File: src/design/spi_port_pkg.sv
// Operation
// - Bytes move MSB first, full duplex
// - Master mode blocked at core divide 6, 7
// - Transmit hold feeds shifter onto MOSI/MISO
// - Status bit 0 shows transmit hold valid
// - Status bit 3 shows unread receive byte
// - Status bit 5 flags lost receive byte
// - MISO input as master, output as slave
// - MOSI output as master, input as slave
// - One byte takes eight serial clock periods
// - SCLK driven as master, sampled as slave
// - Master clock is core over 2*(div+1)
// - Launch on one edge, sample the other
// - Polarity and phase match on both ends
// - Slave select low frames byte exchanges as slave; master mode ignores it
package spi_port_pkg;

  // Register map, byte addresses
  localparam logic [7:0] CTRL_OFFSET   = 8'h00;
  localparam logic [7:0] DIV_OFFSET    = 8'h04;
  localparam logic [7:0] CDSET_OFFSET  = 8'h08;
  localparam logic [7:0] STATUS_OFFSET = 8'h0C;
  localparam logic [7:0] TX_OFFSET     = 8'h10;
  localparam logic [7:0] RX_OFFSET     = 8'h14;

  // Status field positions
  localparam int STAT_TX_VALID = 0;
  localparam int STAT_BUSY     = 1;
  localparam int STAT_RX_VALID = 3;
  localparam int STAT_OVERFLOW = 5;

  // Control width, reset values and master core divide limit
  localparam int          CTRL_W       = 4;
  localparam logic [3:0]  CTRL_RESET   = 4'h0;
  localparam logic [7:0]  DIV_RESET    = 8'h05;
  localparam logic [2:0]  CDSET_RESET  = 3'h0;
  localparam logic [2:0]  CD_MASTER_LIMIT = 3'h6;

  // Byte framing: sixteen serial clock edges per byte
  localparam int         BYTE_W    = 8;
  localparam logic [3:0] LAST_EDGE = 4'hF;
  localparam int         BUF_DEPTH = 2;

  typedef struct packed {
    logic cpha;
    logic cpol;
    logic master;
    logic enable;
  } ctrl_type;

  typedef enum logic [1:0] {
    ST_IDLE   = 2'b00,
    ST_MASTER = 2'b01,
    ST_SLAVE  = 2'b10
  } xfer_state_type;

endpackage : spi_port_pkg

File: src/design/spi_master_slave_port.sv
module spi_master_slave_port
  import spi_port_pkg::*;
#(
  parameter int DIV_W = 8
) (
  input  wire logic        mclk_in,
  input  wire logic        srst_in,
  input  wire logic        psel_in,
  input  wire logic        penable_in,
  input  wire logic        pwrite_in,
  input  wire logic [7:0]  paddr_in,
  input  wire logic [31:0] pwdata_in,
  output logic      [31:0] prdata_out,
  output logic             pready_out,
  output logic             pslverr_out,
  input  wire logic        sclk_in,
  output logic             sclk_out,
  output logic             sclk_oe_out,
  input  wire logic        mosi_in,
  output logic             mosi_out,
  output logic             mosi_oe_out,
  input  wire logic        miso_in,
  output logic             miso_out,
  output logic             miso_oe_out,
  input  wire logic        cs_n_in
);

  // Register state
  ctrl_type             ctrl;
  ctrl_type             next_ctrl;
  logic [DIV_W-1:0]     divider;
  logic [DIV_W-1:0]     next_divider;
  logic [2:0]           cd_set;
  logic [2:0]           next_cd_set;
  logic [BYTE_W-1:0]    tx_hold_reg;
  logic [BYTE_W-1:0]    next_tx_hold_reg;
  logic                 tx_valid;
  logic                 next_tx_valid;
  logic                 overflow;
  logic                 next_overflow;
  logic [31:0]          next_prdata;
  logic                 next_pready;
  logic                 next_pslverr;

  // Transfer state
  xfer_state_type       state;
  xfer_state_type       next_state;
  logic [DIV_W-1:0]     div_cnt;
  logic [DIV_W-1:0]     next_div_cnt;
  logic [3:0]           edge_cnt;
  logic [3:0]           next_edge_cnt;
  logic                 sclk_q;
  logic                 next_sclk;
  logic [BYTE_W-1:0]    tx_shift;
  logic [BYTE_W-1:0]    next_tx_shift;
  logic [BYTE_W-1:0]    rx_shift;
  logic [BYTE_W-1:0]    next_rx_shift;
  logic                 load_tx;
  logic                 push;
  logic                 sclk_edge;
  logic                 sample;
  logic                 din;
  logic                 cd_ok;

  // Receive buffer
  logic [BYTE_W-1:0]    rx_buf [BUF_DEPTH];
  logic                 wr_ptr;
  logic                 next_wr_ptr;
  logic                 rd_ptr;
  logic                 next_rd_ptr;
  logic [1:0]           buf_cnt;
  logic [1:0]           next_buf_cnt;
  logic                 buf_ready;
  logic                 buf_valid;
  logic                 pop;
  logic [BYTE_W-1:0]    rx_hold_reg;

  // Pin synchronisers
  logic [3:0]           sync1;
  logic [3:0]           sync2;
  logic                 sclk_s3;
  logic                 cs_s3;
  logic                 next_sclk_oe;
  logic                 next_mosi_oe;
  logic                 next_miso_oe;

  // APB decode
  logic                 access;
  logic                 wr_en;
  logic                 rd_en;
  logic                 mapped;

  // Slave pins settle through two flops before use
  always_ff @(posedge mclk_in) begin
    if (srst_in) begin
      sync1   <= 4'hF;
      sync2   <= 4'hF;
      sclk_s3 <= 1'b1; // Matches the first flop's reset level
      cs_s3   <= 1'b1;
    end else begin
      sync1   <= {cs_n_in, sclk_in, mosi_in, miso_in};
      sync2   <= sync1;
      sclk_s3 <= sync2[2];
      cs_s3   <= sync2[3];
    end
  end

  // One wait state on every access keeps reads registered
  assign access    = psel_in & penable_in & ~pready_out;
  // Writes land at the completing edge, while the request still stands
  assign wr_en     = psel_in & penable_in & pready_out & pwrite_in;
  assign rd_en     = access & ~pwrite_in;
  assign buf_ready = (buf_cnt != 2'h2);
  assign buf_valid = (buf_cnt != 2'h0);
  assign rx_hold_reg = rx_buf[rd_ptr];
  assign pop       = rd_en && paddr_in == RX_OFFSET && buf_valid;
  assign cd_ok     = cd_set < CD_MASTER_LIMIT;
  assign din       = ctrl.master ? sync2[0] : sync2[1];

  // Serial engine, shared by master and slave
  always_comb begin
    next_state    = state;
    next_div_cnt  = div_cnt;
    next_edge_cnt = edge_cnt;
    next_sclk     = sclk_q;
    next_tx_shift = tx_shift;
    next_rx_shift = rx_shift;
    load_tx       = 1'b0;
    push          = 1'b0;
    sclk_edge     = 1'b0;
    unique case (state)
      ST_IDLE: begin
        next_sclk     = ctrl.cpol;
        next_div_cnt  = '0;
        next_edge_cnt = 4'h0;
        // Master waits for buffer room rather than lose a byte
        if (ctrl.enable && ctrl.master && cd_ok && tx_valid &&
            buf_ready) begin
          load_tx       = 1'b1;
          next_tx_shift = tx_hold_reg;
          next_state    = ST_MASTER;
        end else if (ctrl.enable && !ctrl.master && !sync2[3] &&
                     cs_s3) begin
          load_tx       = tx_valid;
          next_tx_shift = tx_valid ? tx_hold_reg : 8'h00;
          next_state    = ST_SLAVE;
        end
      end
      ST_MASTER: begin
        // Half period of divider+1 core cycles
        if (div_cnt == divider) begin
          next_div_cnt = '0;
          sclk_edge    = 1'b1;
          next_sclk    = ~sclk_q;
        end else begin
          next_div_cnt = div_cnt + 1'b1;
        end
        if (!ctrl.enable || !ctrl.master) begin
          next_state = ST_IDLE;
        end
      end
      ST_SLAVE: begin
        sclk_edge = sync2[2] ^ sclk_s3;
        // Select high ends the frame, a partial byte is dropped
        if (sync2[3] || !ctrl.enable || ctrl.master) begin
          next_state = ST_IDLE;
          sclk_edge  = 1'b0;
        end
      end
      default: begin
        next_state = ST_IDLE;
      end
    endcase
    // Even edges lead; phase picks which edge samples
    sample = ~edge_cnt[0] ^ ctrl.cpha;
    if (sclk_edge) begin
      next_edge_cnt = edge_cnt + 1'b1;
      if (sample) begin
        next_rx_shift = {rx_shift[BYTE_W-2:0], din};
      end else if (!(ctrl.cpha && edge_cnt == 4'h0)) begin
        next_tx_shift = {tx_shift[BYTE_W-2:0], 1'b0};
      end
      if (edge_cnt == LAST_EDGE) begin
        push = 1'b1;
        if (state == ST_MASTER) begin
          next_state = ST_IDLE;
        end else begin
          // Next byte of the frame comes from the hold register
          load_tx       = tx_valid;
          next_tx_shift = tx_valid ? tx_hold_reg : 8'h00;
        end
      end
    end
  end

  always_ff @(posedge mclk_in) begin
    if (srst_in) begin
      state    <= ST_IDLE;
      div_cnt  <= '0;
      edge_cnt <= 4'h0;
      sclk_q   <= 1'b0;
      tx_shift <= 8'h00;
      rx_shift <= 8'h00;
    end else begin
      state    <= next_state;
      div_cnt  <= next_div_cnt;
      edge_cnt <= next_edge_cnt;
      sclk_q   <= next_sclk;
      tx_shift <= next_tx_shift;
      rx_shift <= next_rx_shift;
    end
  end

  // Two-entry receive buffer, head is the receive hold register
  always_comb begin
    next_wr_ptr  = wr_ptr;
    next_rd_ptr  = rd_ptr;
    next_buf_cnt = buf_cnt;
    if (push && buf_ready) begin
      next_wr_ptr = ~wr_ptr;
    end
    if (pop) begin
      next_rd_ptr = ~rd_ptr;
    end
    next_buf_cnt = buf_cnt + {1'b0, push & buf_ready} - {1'b0, pop};
  end

  always_ff @(posedge mclk_in) begin
    if (srst_in) begin
      wr_ptr  <= 1'b0;
      rd_ptr  <= 1'b0;
      buf_cnt <= 2'h0;
    end else begin
      wr_ptr  <= next_wr_ptr;
      rd_ptr  <= next_rd_ptr;
      buf_cnt <= next_buf_cnt;
    end
  end

  // Data array needs no reset
  always_ff @(posedge mclk_in) begin
    if (push && buf_ready) begin
      rx_buf[wr_ptr] <= next_rx_shift;
    end
  end

  // Register file and APB answer
  always_comb begin
    next_ctrl        = ctrl;
    next_divider     = divider;
    next_cd_set      = cd_set;
    next_tx_hold_reg = tx_hold_reg;
    next_tx_valid    = tx_valid;
    next_overflow    = overflow;
    next_prdata      = 32'h0000_0000;
    next_pready      = access;
    next_pslverr     = 1'b0;
    mapped = paddr_in == CTRL_OFFSET || paddr_in == DIV_OFFSET ||
             paddr_in == CDSET_OFFSET || paddr_in == STATUS_OFFSET ||
             paddr_in == TX_OFFSET || paddr_in == RX_OFFSET;
    if (access && !mapped) begin
      next_pslverr = 1'b1;
    end
    if (load_tx) begin
      next_tx_valid = 1'b0;
    end
    // Clear by writing one; a new loss in the same cycle wins
    if (wr_en && paddr_in == STATUS_OFFSET &&
        pwdata_in[STAT_OVERFLOW]) begin
      next_overflow = 1'b0;
    end
    if (push && !buf_ready) begin
      next_overflow = 1'b1;
    end
    if (wr_en) begin
      unique case (paddr_in)
        CTRL_OFFSET:  next_ctrl    = pwdata_in[CTRL_W-1:0];
        DIV_OFFSET:   next_divider = pwdata_in[DIV_W-1:0];
        CDSET_OFFSET: next_cd_set  = pwdata_in[2:0];
        TX_OFFSET: begin
          next_tx_hold_reg = pwdata_in[BYTE_W-1:0];
          next_tx_valid    = 1'b1;
        end
        default: begin
        end
      endcase
    end
    if (rd_en) begin
      unique case (paddr_in)
        CTRL_OFFSET:  next_prdata[CTRL_W-1:0] = ctrl;
        DIV_OFFSET:   next_prdata[DIV_W-1:0]  = divider;
        CDSET_OFFSET: next_prdata[2:0]        = cd_set;
        STATUS_OFFSET: begin
          next_prdata[STAT_TX_VALID] = tx_valid;
          next_prdata[STAT_BUSY]     = state != ST_IDLE;
          next_prdata[STAT_RX_VALID] = buf_valid;
          next_prdata[STAT_OVERFLOW] = overflow;
        end
        TX_OFFSET:    next_prdata[BYTE_W-1:0] = tx_hold_reg;
        RX_OFFSET:    next_prdata[BYTE_W-1:0] = rx_hold_reg;
        default: begin
        end
      endcase
    end
  end

  always_ff @(posedge mclk_in) begin
    if (srst_in) begin
      ctrl        <= CTRL_RESET;
      divider     <= DIV_RESET;
      cd_set      <= CDSET_RESET;
      tx_hold_reg <= 8'h00;
      tx_valid    <= 1'b0;
      overflow    <= 1'b0;
      prdata_out  <= 32'h0000_0000;
      pready_out  <= 1'b0;
      pslverr_out <= 1'b0;
    end else begin
      ctrl        <= next_ctrl;
      divider     <= next_divider;
      cd_set      <= next_cd_set;
      tx_hold_reg <= next_tx_hold_reg;
      tx_valid    <= next_tx_valid;
      overflow    <= next_overflow;
      prdata_out  <= next_prdata;
      pready_out  <= next_pready;
      pslverr_out <= next_pslverr;
    end
  end

  // Pin directions follow the mode
  always_comb begin
    next_sclk_oe = ctrl.enable & ctrl.master;
    next_mosi_oe = ctrl.enable & ctrl.master;
    next_miso_oe = ctrl.enable & ~ctrl.master & ~sync2[3];
  end

  always_ff @(posedge mclk_in) begin
    if (srst_in) begin
      sclk_oe_out <= 1'b0;
      mosi_oe_out <= 1'b0;
      miso_oe_out <= 1'b0;
    end else begin
      sclk_oe_out <= next_sclk_oe;
      mosi_oe_out <= next_mosi_oe;
      miso_oe_out <= next_miso_oe;
    end
  end

  // Shifter MSB drives whichever data pin is enabled
  assign sclk_out = sclk_q;
  assign mosi_out = tx_shift[BYTE_W-1];
  assign miso_out = tx_shift[BYTE_W-1];

  // Core cycles spent in the current master byte, for the length check
  logic [DIV_W+3:0]     mst_cycles;
  always_ff @(posedge mclk_in) begin
    if (srst_in || state != ST_MASTER) begin
      mst_cycles <= '0;
    end else begin
      mst_cycles <= mst_cycles + 1'b1;
    end
  end
endmodule : spi_master_slave_port

File: config.mk
export PLATFORM = sky130hd
export DESIGN_NAME = spi_master_slave_port
export DESIGN_NICKNAME = d
export VERILOG_FILES = /design/src/design/spi_port_pkg.sv /design/src/design/spi_master_slave_port.sv
export SDC_FILE = /design/constraint.sdc
export NUM_CORES = 1
export LEC_CHECK = 0
export ABC_AREA = 1
export BUFFER_PORTS_ARGS = -buffer_cell sky130_fd_sc_hd__buf_4
export CAP_MARGIN = 20
export CORE_ASPECT_RATIO = 1.25
export CORE_MARGIN = 3
export CORE_UTILIZATION = 25
export DETAILED_ROUTE_END_ITERATION = 12
export PLACE_DENSITY = 0.44
export SYNTH_ARGS = -nofsm -noshare
export SYNTH_HDL_FRONTEND = slang
export SYNTH_SLANG_ARGS = --single-unit
File: constraint.sdc
create_clock -name mclk_in -period 2.4 [get_ports mclk_in]
set_clock_uncertainty 0.2 [all_clocks]
set_input_delay 0.12 -clock mclk_in [delete_from_list [all_inputs] [get_ports mclk_in]]
set_output_delay 0.12 -clock mclk_in [all_outputs]
set_load 0.03 [all_outputs]
Yosys cells after proc, flatten, opt, wreduce, memory -nomap -nowiden
Memory sizes are Yosys's and may differ from the RTL's. A register that Yosys moved wholly into a read port is not among the register bits.
Cells that the tools add are included.
W data, S select, Z words.
{"block": "totals", "wordCells": 160, "mem_bits_rw": 16, "in_bits": 49, "n_memories": 1, "out_inout_bits": 40, "ff_bits": 106}
{"block": "classes", "muxes": 53, "n_addsub": 4, "magnitude_cmp": 1, "eq_ne": 11, "reduce_logical": 42, "bitwise_logic": 20}
{"memory": "rx_buf", "depth": 2, "width": 8, "read_ports": 1, "rd_ports_with_merged_regs": 1, "wr": 1, "line": "spi_master_slave_port.sv:66", "source": "logic [BYTE_W-1:0] rx_buf [BUF_DEPTH];"}
{"op": "$mux W8", "n": 12}
{"op": "$mux W1", "n": 22}
{"op": "$eq A8 B4 Y1 const B", "n": 2}
{"op": "$eq A8 B5 Y1 const B", "n": 2}
{"op": "$pmux W8 S2", "n": 1}
{"op": "$logic_and A1 B1 Y1", "n": 15}
{"op": "$mux W2", "n": 7}
{"op": "$pmux W2 S3", "n": 2}
{"op": "$pmux W2 S6", "n": 1}
{"op": "$pmux W1 S5", "n": 2}
{"op": "$reduce_and A2 Y1", "n": 5}
{"op": "$reduce_bool A2 Y1", "n": 5}
{"op": "$and A1 B1 Y1", "n": 9}
{"op": "$not A1 Y1", "n": 9}
{"op": "$add A8 B1 Y8 const B", "n": 1}
{"op": "$eq A8 B3 Y1 const B", "n": 1}
{"op": "$eq A8 B8 Y1", "n": 1}
{"op": "$logic_not A8 Y1", "n": 1}
{"op": "$logic_or A1 B1 Y1", "n": 8}
{"op": "$mux W4", "n": 2}
{"op": "$logic_not A1 Y1", "n": 5}
{"op": "$add A4 B1 Y4 const B", "n": 1}
{"op": "$eq A4 B4 Y1 const B", "n": 1}
{"op": "$logic_not A4 Y1", "n": 1}
{"op": "other kinds (12)", "n": 15}

Depth between registers and ports, before layout
{"block": "depth", "ltp_word": 13, "ltp_mapped": 14, "ltp_nobuf": 14}

Worst setup path before layout
Ideal clock, no wire load.
{"block": "synth_timing", "kind": "reg-to-reg", "from": "reg state[0]", "to": "mem rx_buf[1][0], enable pin", "setup_time_ns": 0.374, "stages_incl_launch_ff": 9, "n_path_buf": 0, "synth_period_minus_slack_ns": 2.083, "t_required_ns": 1.826, "slack_ns": 0.317, "arrival_ns": 1.510, "cell_sequence": "dfxtp_1 -> inv_1 -> ha_1 -> inv_1 -> nor2_1 -> nand2_1 -> nand2_4 -> nand4_1 -> nor2_1"}
{"block": "synth_via", "elab_chain_len": 6, "word_cells_on_any_way": 7, "cone_classes": "2 x eq/ne; 4 x mux; 1 x reduce/logical"}
{"item": "start, declared", "line": "spi_master_slave_port.sv:46", "source": "xfer_state_type state;"}
{"item": "start signal, assigned", "line": "spi_master_slave_port.sv:205", "source": "state <= next_state;"}
{"item": "$eq A2 B2 Y1 / $eq A2 B1 Y1 (equally long branches)", "line": "spi_master_slave_port.sv:131", "source": "unique case (state)"}
{"item": "$pmux W1 S2 (*)", "line": "spi_master_slave_port.sv:131"}
{"item": "$mux W1 (*)", "line": "spi_master_slave_port.sv:176", "source": "if (sclk_edge) begin"}
{"item": "$logic_and A1 B1 Y1 (*)", "line": "spi_master_slave_port.sv:242", "source": "if (push && buf_ready) begin"}
{"item": "$mux W1 (*)", "line": "spi_master_slave_port.sv:242"}
{"item": "$mux W1 (not written as such) (*)", "line": "spi_master_slave_port.sv:243", "source": "rx_buf[wr_ptr] <= next_rx_shift;"}
{"item": "end, declared", "line": "spi_master_slave_port.sv:66"}
Every way passes the cells marked *; elsewhere a longest branch is shown, timed or not.

Worst setup path after layout
{"block": "layout_timing", "from": "reg state[0]", "to": "reg buf_cnt[1]"}
{"block": "layout_via", "elab_chain_len": 6, "word_cells_on_any_way": 7, "cone_classes": "2 x add/sub; 2 x eq/ne; 2 x mux; 1 x bitwise"}
{"item": "$eq A2 B2 Y1 / $eq A2 B1 Y1 (equally long branches)", "line": "spi_master_slave_port.sv:131"}
{"item": "$pmux W1 S2 (*)", "line": "spi_master_slave_port.sv:131"}
{"item": "$mux W1 (*)", "line": "spi_master_slave_port.sv:176"}
{"item": "$and A1 B1 Y1 (*)", "line": "spi_master_slave_port.sv:225", "source": "next_buf_cnt = buf_cnt + {1'b0, push & buf_ready} - {1'b0, pop};"}
{"item": "$add A2 B1 Y2 (*)", "line": "spi_master_slave_port.sv:225"}
{"item": "$sub A2 B1 Y2 (*)", "line": "spi_master_slave_port.sv:225"}
{"item": "end signal, assigned", "line": "spi_master_slave_port.sv:236", "source": "buf_cnt <= next_buf_cnt;"}
{"item": "end, declared", "line": "spi_master_slave_port.sv:71", "source": "logic [1:0] buf_cnt;"}
Marks and branches as above.
A chain may end at the register's enable or synchronous reset.

==> flow_metrics.env <==
export IMPL_hold_violations=0
export IMPL_synth_compound_area_share_pct=14.84
export IMPL_htree_num_levels=3
export IMPL_cp_required_ns=2.44
export IMPL_critical_path_class="reg -> reg"
export IMPL_slew_headroom_pct=64.72
export IMPL_synth_simple_area_share_pct=25.86
export IMPL_start_kind="flop"
export IMPL_drive_gt1_share_pct=19.69
export IMPL_fillers=2007
export IMPL_yosysTopAreaCell="dfxtp_1"
export IMPL_wl_mm=13.19
export IMPL_place_gp_congestion=0.8041
export IMPL_status="finished, final reports clean"
export IMPL_rsz0062_at_grt="false"
export IMPL_seq_area_frac_synth_pct=43.74
export IMPL_fin_util_pct=31.37
export IMPL_synth_edff_count=16
export IMPL_p_int_mw=2.582
export IMPL_pwr_share_clk_pct=44.4
export IMPL_synth_top_cell_area_share_pct=33.93
export IMPL_synth_warning_count=0
export IMPL_synth_ff_type="dfxtp_1"
export IMPL_p_comb_share_pct=5.2
export IMPL_crit_slowest_cell="dfxtp_1"
export IMPL_die_h_um=162.5
export IMPL_die_w_um=131.2
export IMPL_clk_latency_ns=0.35
export IMPL_multi_input_area_um2=2317
export IMPL_cap_violations=0
export IMPL_largest_register_ffs=16
export IMPL_port_buffers=40
export IMPL_syn_cell_area_um2=4897
export IMPL_cts_root_buf="clkbuf_16"
export IMPL_final_setup_viol_count=0
export IMPL_crit_start="state[0]"
export IMPL_ys_ff_latch=99
export IMPL_initial_utilization_pct=25.79
export IMPL_seqPwrFrac_pct=50.4
export IMPL_cts_sink_count=99
export IMPL_syn2layout_area_growth_pct=21.64
export IMPL_dpl_hpwl_mm=10.43
export IMPL_cpMostUsedCell="nand2_1"
export IMPL_grt_total_usage_pct=12.62
export IMPL_path_cells="inv_1, ha_1, inv_1, nor2_2, nand2_1, nand2_4, nand4_1, buf_4, xor2_1, ha_1, xnor2_2, nand2_1, nand2_1, nor2_1"
export IMPL_grt_antenna_before_repair=0
export IMPL_n_antenna_cell=0
export IMPL_async_flop_share_pct=0
export IMPL_grt_pass1_vias=4180
export IMPL_drc=0
export IMPL_rows=56
export IMPL_num_io_pins=89
export IMPL_grt_ovfl_total=0
export IMPL_cts_buffers=9
export IMPL_syn_area_per_cell_um2=7.823
export IMPL_vias=4128
export IMPL_drv_slew=0
export IMPL_coreArea_um2=18990
export IMPL_largest_register="rx_buf"
export IMPL_fmax_mhz=449.5
export IMPL_regArea_um2=2142
export IMPL_worstHoldStart="pwrite_in"
export IMPL_synthCells=626
export IMPL_synth_top_family_by_area="simple AND/OR/NAND/NOR gates"
export IMPL_ys_top_cells_by_area="dfxtp_1 34%, nand2_1 11%, edfxtp_1 9.8%, a21oi_1 5.1%, inv_1 4.6%"
export IMPL_drt_iter0_drc=195
export IMPL_setup_tns_final_ns=0
export IMPL_min_path_type="in -> reg"
export IMPL_end_kind="flop"
export IMPL_period_share_pct=92.70
export IMPL_p_leak_nw=2.414
export IMPL_switching_power_uw=772.4
export IMPL_tightest_slew_ns=0.5273
export IMPL_muxShareOfSynthArea_pct=0.9198
export IMPL_ir_worst_vdd_uv=280.3
export IMPL_crit_path_max_incr_delay_ns=0.35
export IMPL_synthAdderAreaFrac_pct=2.044
export IMPL_arrival_ns=2.26
export IMPL_power_density_nw_per_um2=563.2
export IMPL_path_clk_slew_ns=0.07
export IMPL_grt_max_degree=29
export IMPL_p_sw_share_pct=23.02
export IMPL_grt_pass1_wl_mm=21.27
export IMPL_critPathMaxFanout=4
export IMPL_detail_route_antenna_nets=0
export IMPL_via_per_inst=4.291
export IMPL_die_area_um2=21310
export IMPL_yosys_area_share_xor_xnor_pct=1.610
export IMPL_final_common_cell="nand2_1"
export IMPL_reg2reg_depth=14
export IMPL_cts_tree="built"
export IMPL_ys_types=47
export IMPL_holdPathStages=6
export IMPL_final_cell_mix="142 x nand2_1, 83 x dfxtp_1, 60 x inv_1"
export IMPL_worstReg2RegStart="state[0]"
export IMPL_dr_pass1_iters=4
export IMPL_ctsLongestPathBuffers=2
export IMPL_period_minus_slack_ns=2.225
export IMPL_fin_nets=753
export IMPL_wl_per_cell_um=13.71
-- synth_stat cells (2+ instances only) --
| library cell | count |
|---|---|
| buf_4 | 27 |
| o21bai_1 | 2 |
| a21oi_2 | 5 |
| xor2_1 | 5 |
| a21oi_1 | 50 |
| o21ai_2 | 2 |
| xnor2_1 | 4 |
| o21ai_0 | 42 |
| nand3_1 | 21 |
| a32o_1 | 2 |
| nor2_2 | 6 |
| dfxtp_1 | 83 |
| nand2_4 | 2 |
| ha_1 | 8 |
| nor2_1 | 54 |
| a221oi_1 | 2 |
| nand2_2 | 7 |
| nand3_2 | 3 |
| a211oi_1 | 9 |
| inv_2 | 7 |
| nor2_4 | 4 |
| o21ai_1 | 3 |
| clkbuf_1 | 8 |
| nand4_1 | 5 |
| mux2_2 | 4 |
| edfxtp_1 | 16 |
| o211ai_1 | 3 |
| buf_2 | 3 |
| o221ai_1 | 2 |
| nor3_1 | 6 |
| nand2_1 | 142 |
| inv_1 | 60 |
| or2_2 | 15 |
-- layer usage --
layer	GRT usage, %	up-vias	routed length, um
li1	-	2125	-
met1	13.42	1923	5356
met2	25.19	71	7300
met3	2.040	9	368
met4	4.107	0	163
met5	0	-	0
-- cells by family (layout without fill, tap and decap cells) --
kind of cell             after synthesis  after routing
adder cells (fa/ha/maj)                8              8
XOR/XNOR                               9              9
AO/OA/AOI/OAI                        126            126
AND/OR/NAND/NOR                      271            271
flip-flops                            99             99
other                                  1             24
buffers and inverters                108            160
multiplexers                           4              4
-- cell type report --
class                      count  area share, %
timing repair buffer          75          10.12
multi-input combinational    442          38.90
sequential                    99          35.96
inverter                      69          4.474
tap                          261          5.482
clock buffer                  10          4.012
clock inverter                 6          1.050
-- critical path: cells and delay by family, from the launching register on --
| kind | cells | cell delay, ns |
|---|---|---|
| xor gates and xnor gates | 2 | 0.29 |
| adders and majority gates | 2 | 0.36 |
| buffers and inverters | 3 | 0.33 |
| DFF | 1 | 0.35 |
| and+or+nand+nor | 7 | 0.56 |
-- worst paths after layout --
check,endpoint,slack (ns)
setup / recovery,buf_cnt[1],0.18
hold / removal,prdata_out[6],0.007
setup reg to reg,buf_cnt[1],0.18
hold reg to reg,sync2[1],0.21
-- power groups by stage --
stage	registers [mW]	logic, mW	clock network, mW
floorplan	1.73	0.125	0
global placement	1.73	0.154	0
detailed placement	1.73	0.155	0
CTS	1.69	0.175	1.53
global route	1.69	0.187	1.60
finish	1.69	0.175	1.49
-- timing repair --
action | 4_1_cts | 5_1_grt
hold endpoints to repair | 34 | 0
hold buffers | 16 | 0
setup buffers | 0 | 2
resized for setup | 0 | 2
setup endpoints to repair | 0 | 18
-- per-stage QoR --
stage	setup slack [ns]	total power, mW	hold slack (ns)	instances	cell area, um^2
5_1_grt	0.0005473	3.480	0.05556	962	5957
2_1_floorplan	0.3166	1.855	0.02381	649	4984
3_3_place_gp	0.09223	1.882	0.1064	928	5470
4_1_cts	0.04833	3.398	0.007524	960	5932
6_report	0.1752	3.355	0.007242	962	5957
3_5_place_dp	0.08320	1.884	0.1078	928	5470
No activity file was read; power rests on OpenSTA's default activity.
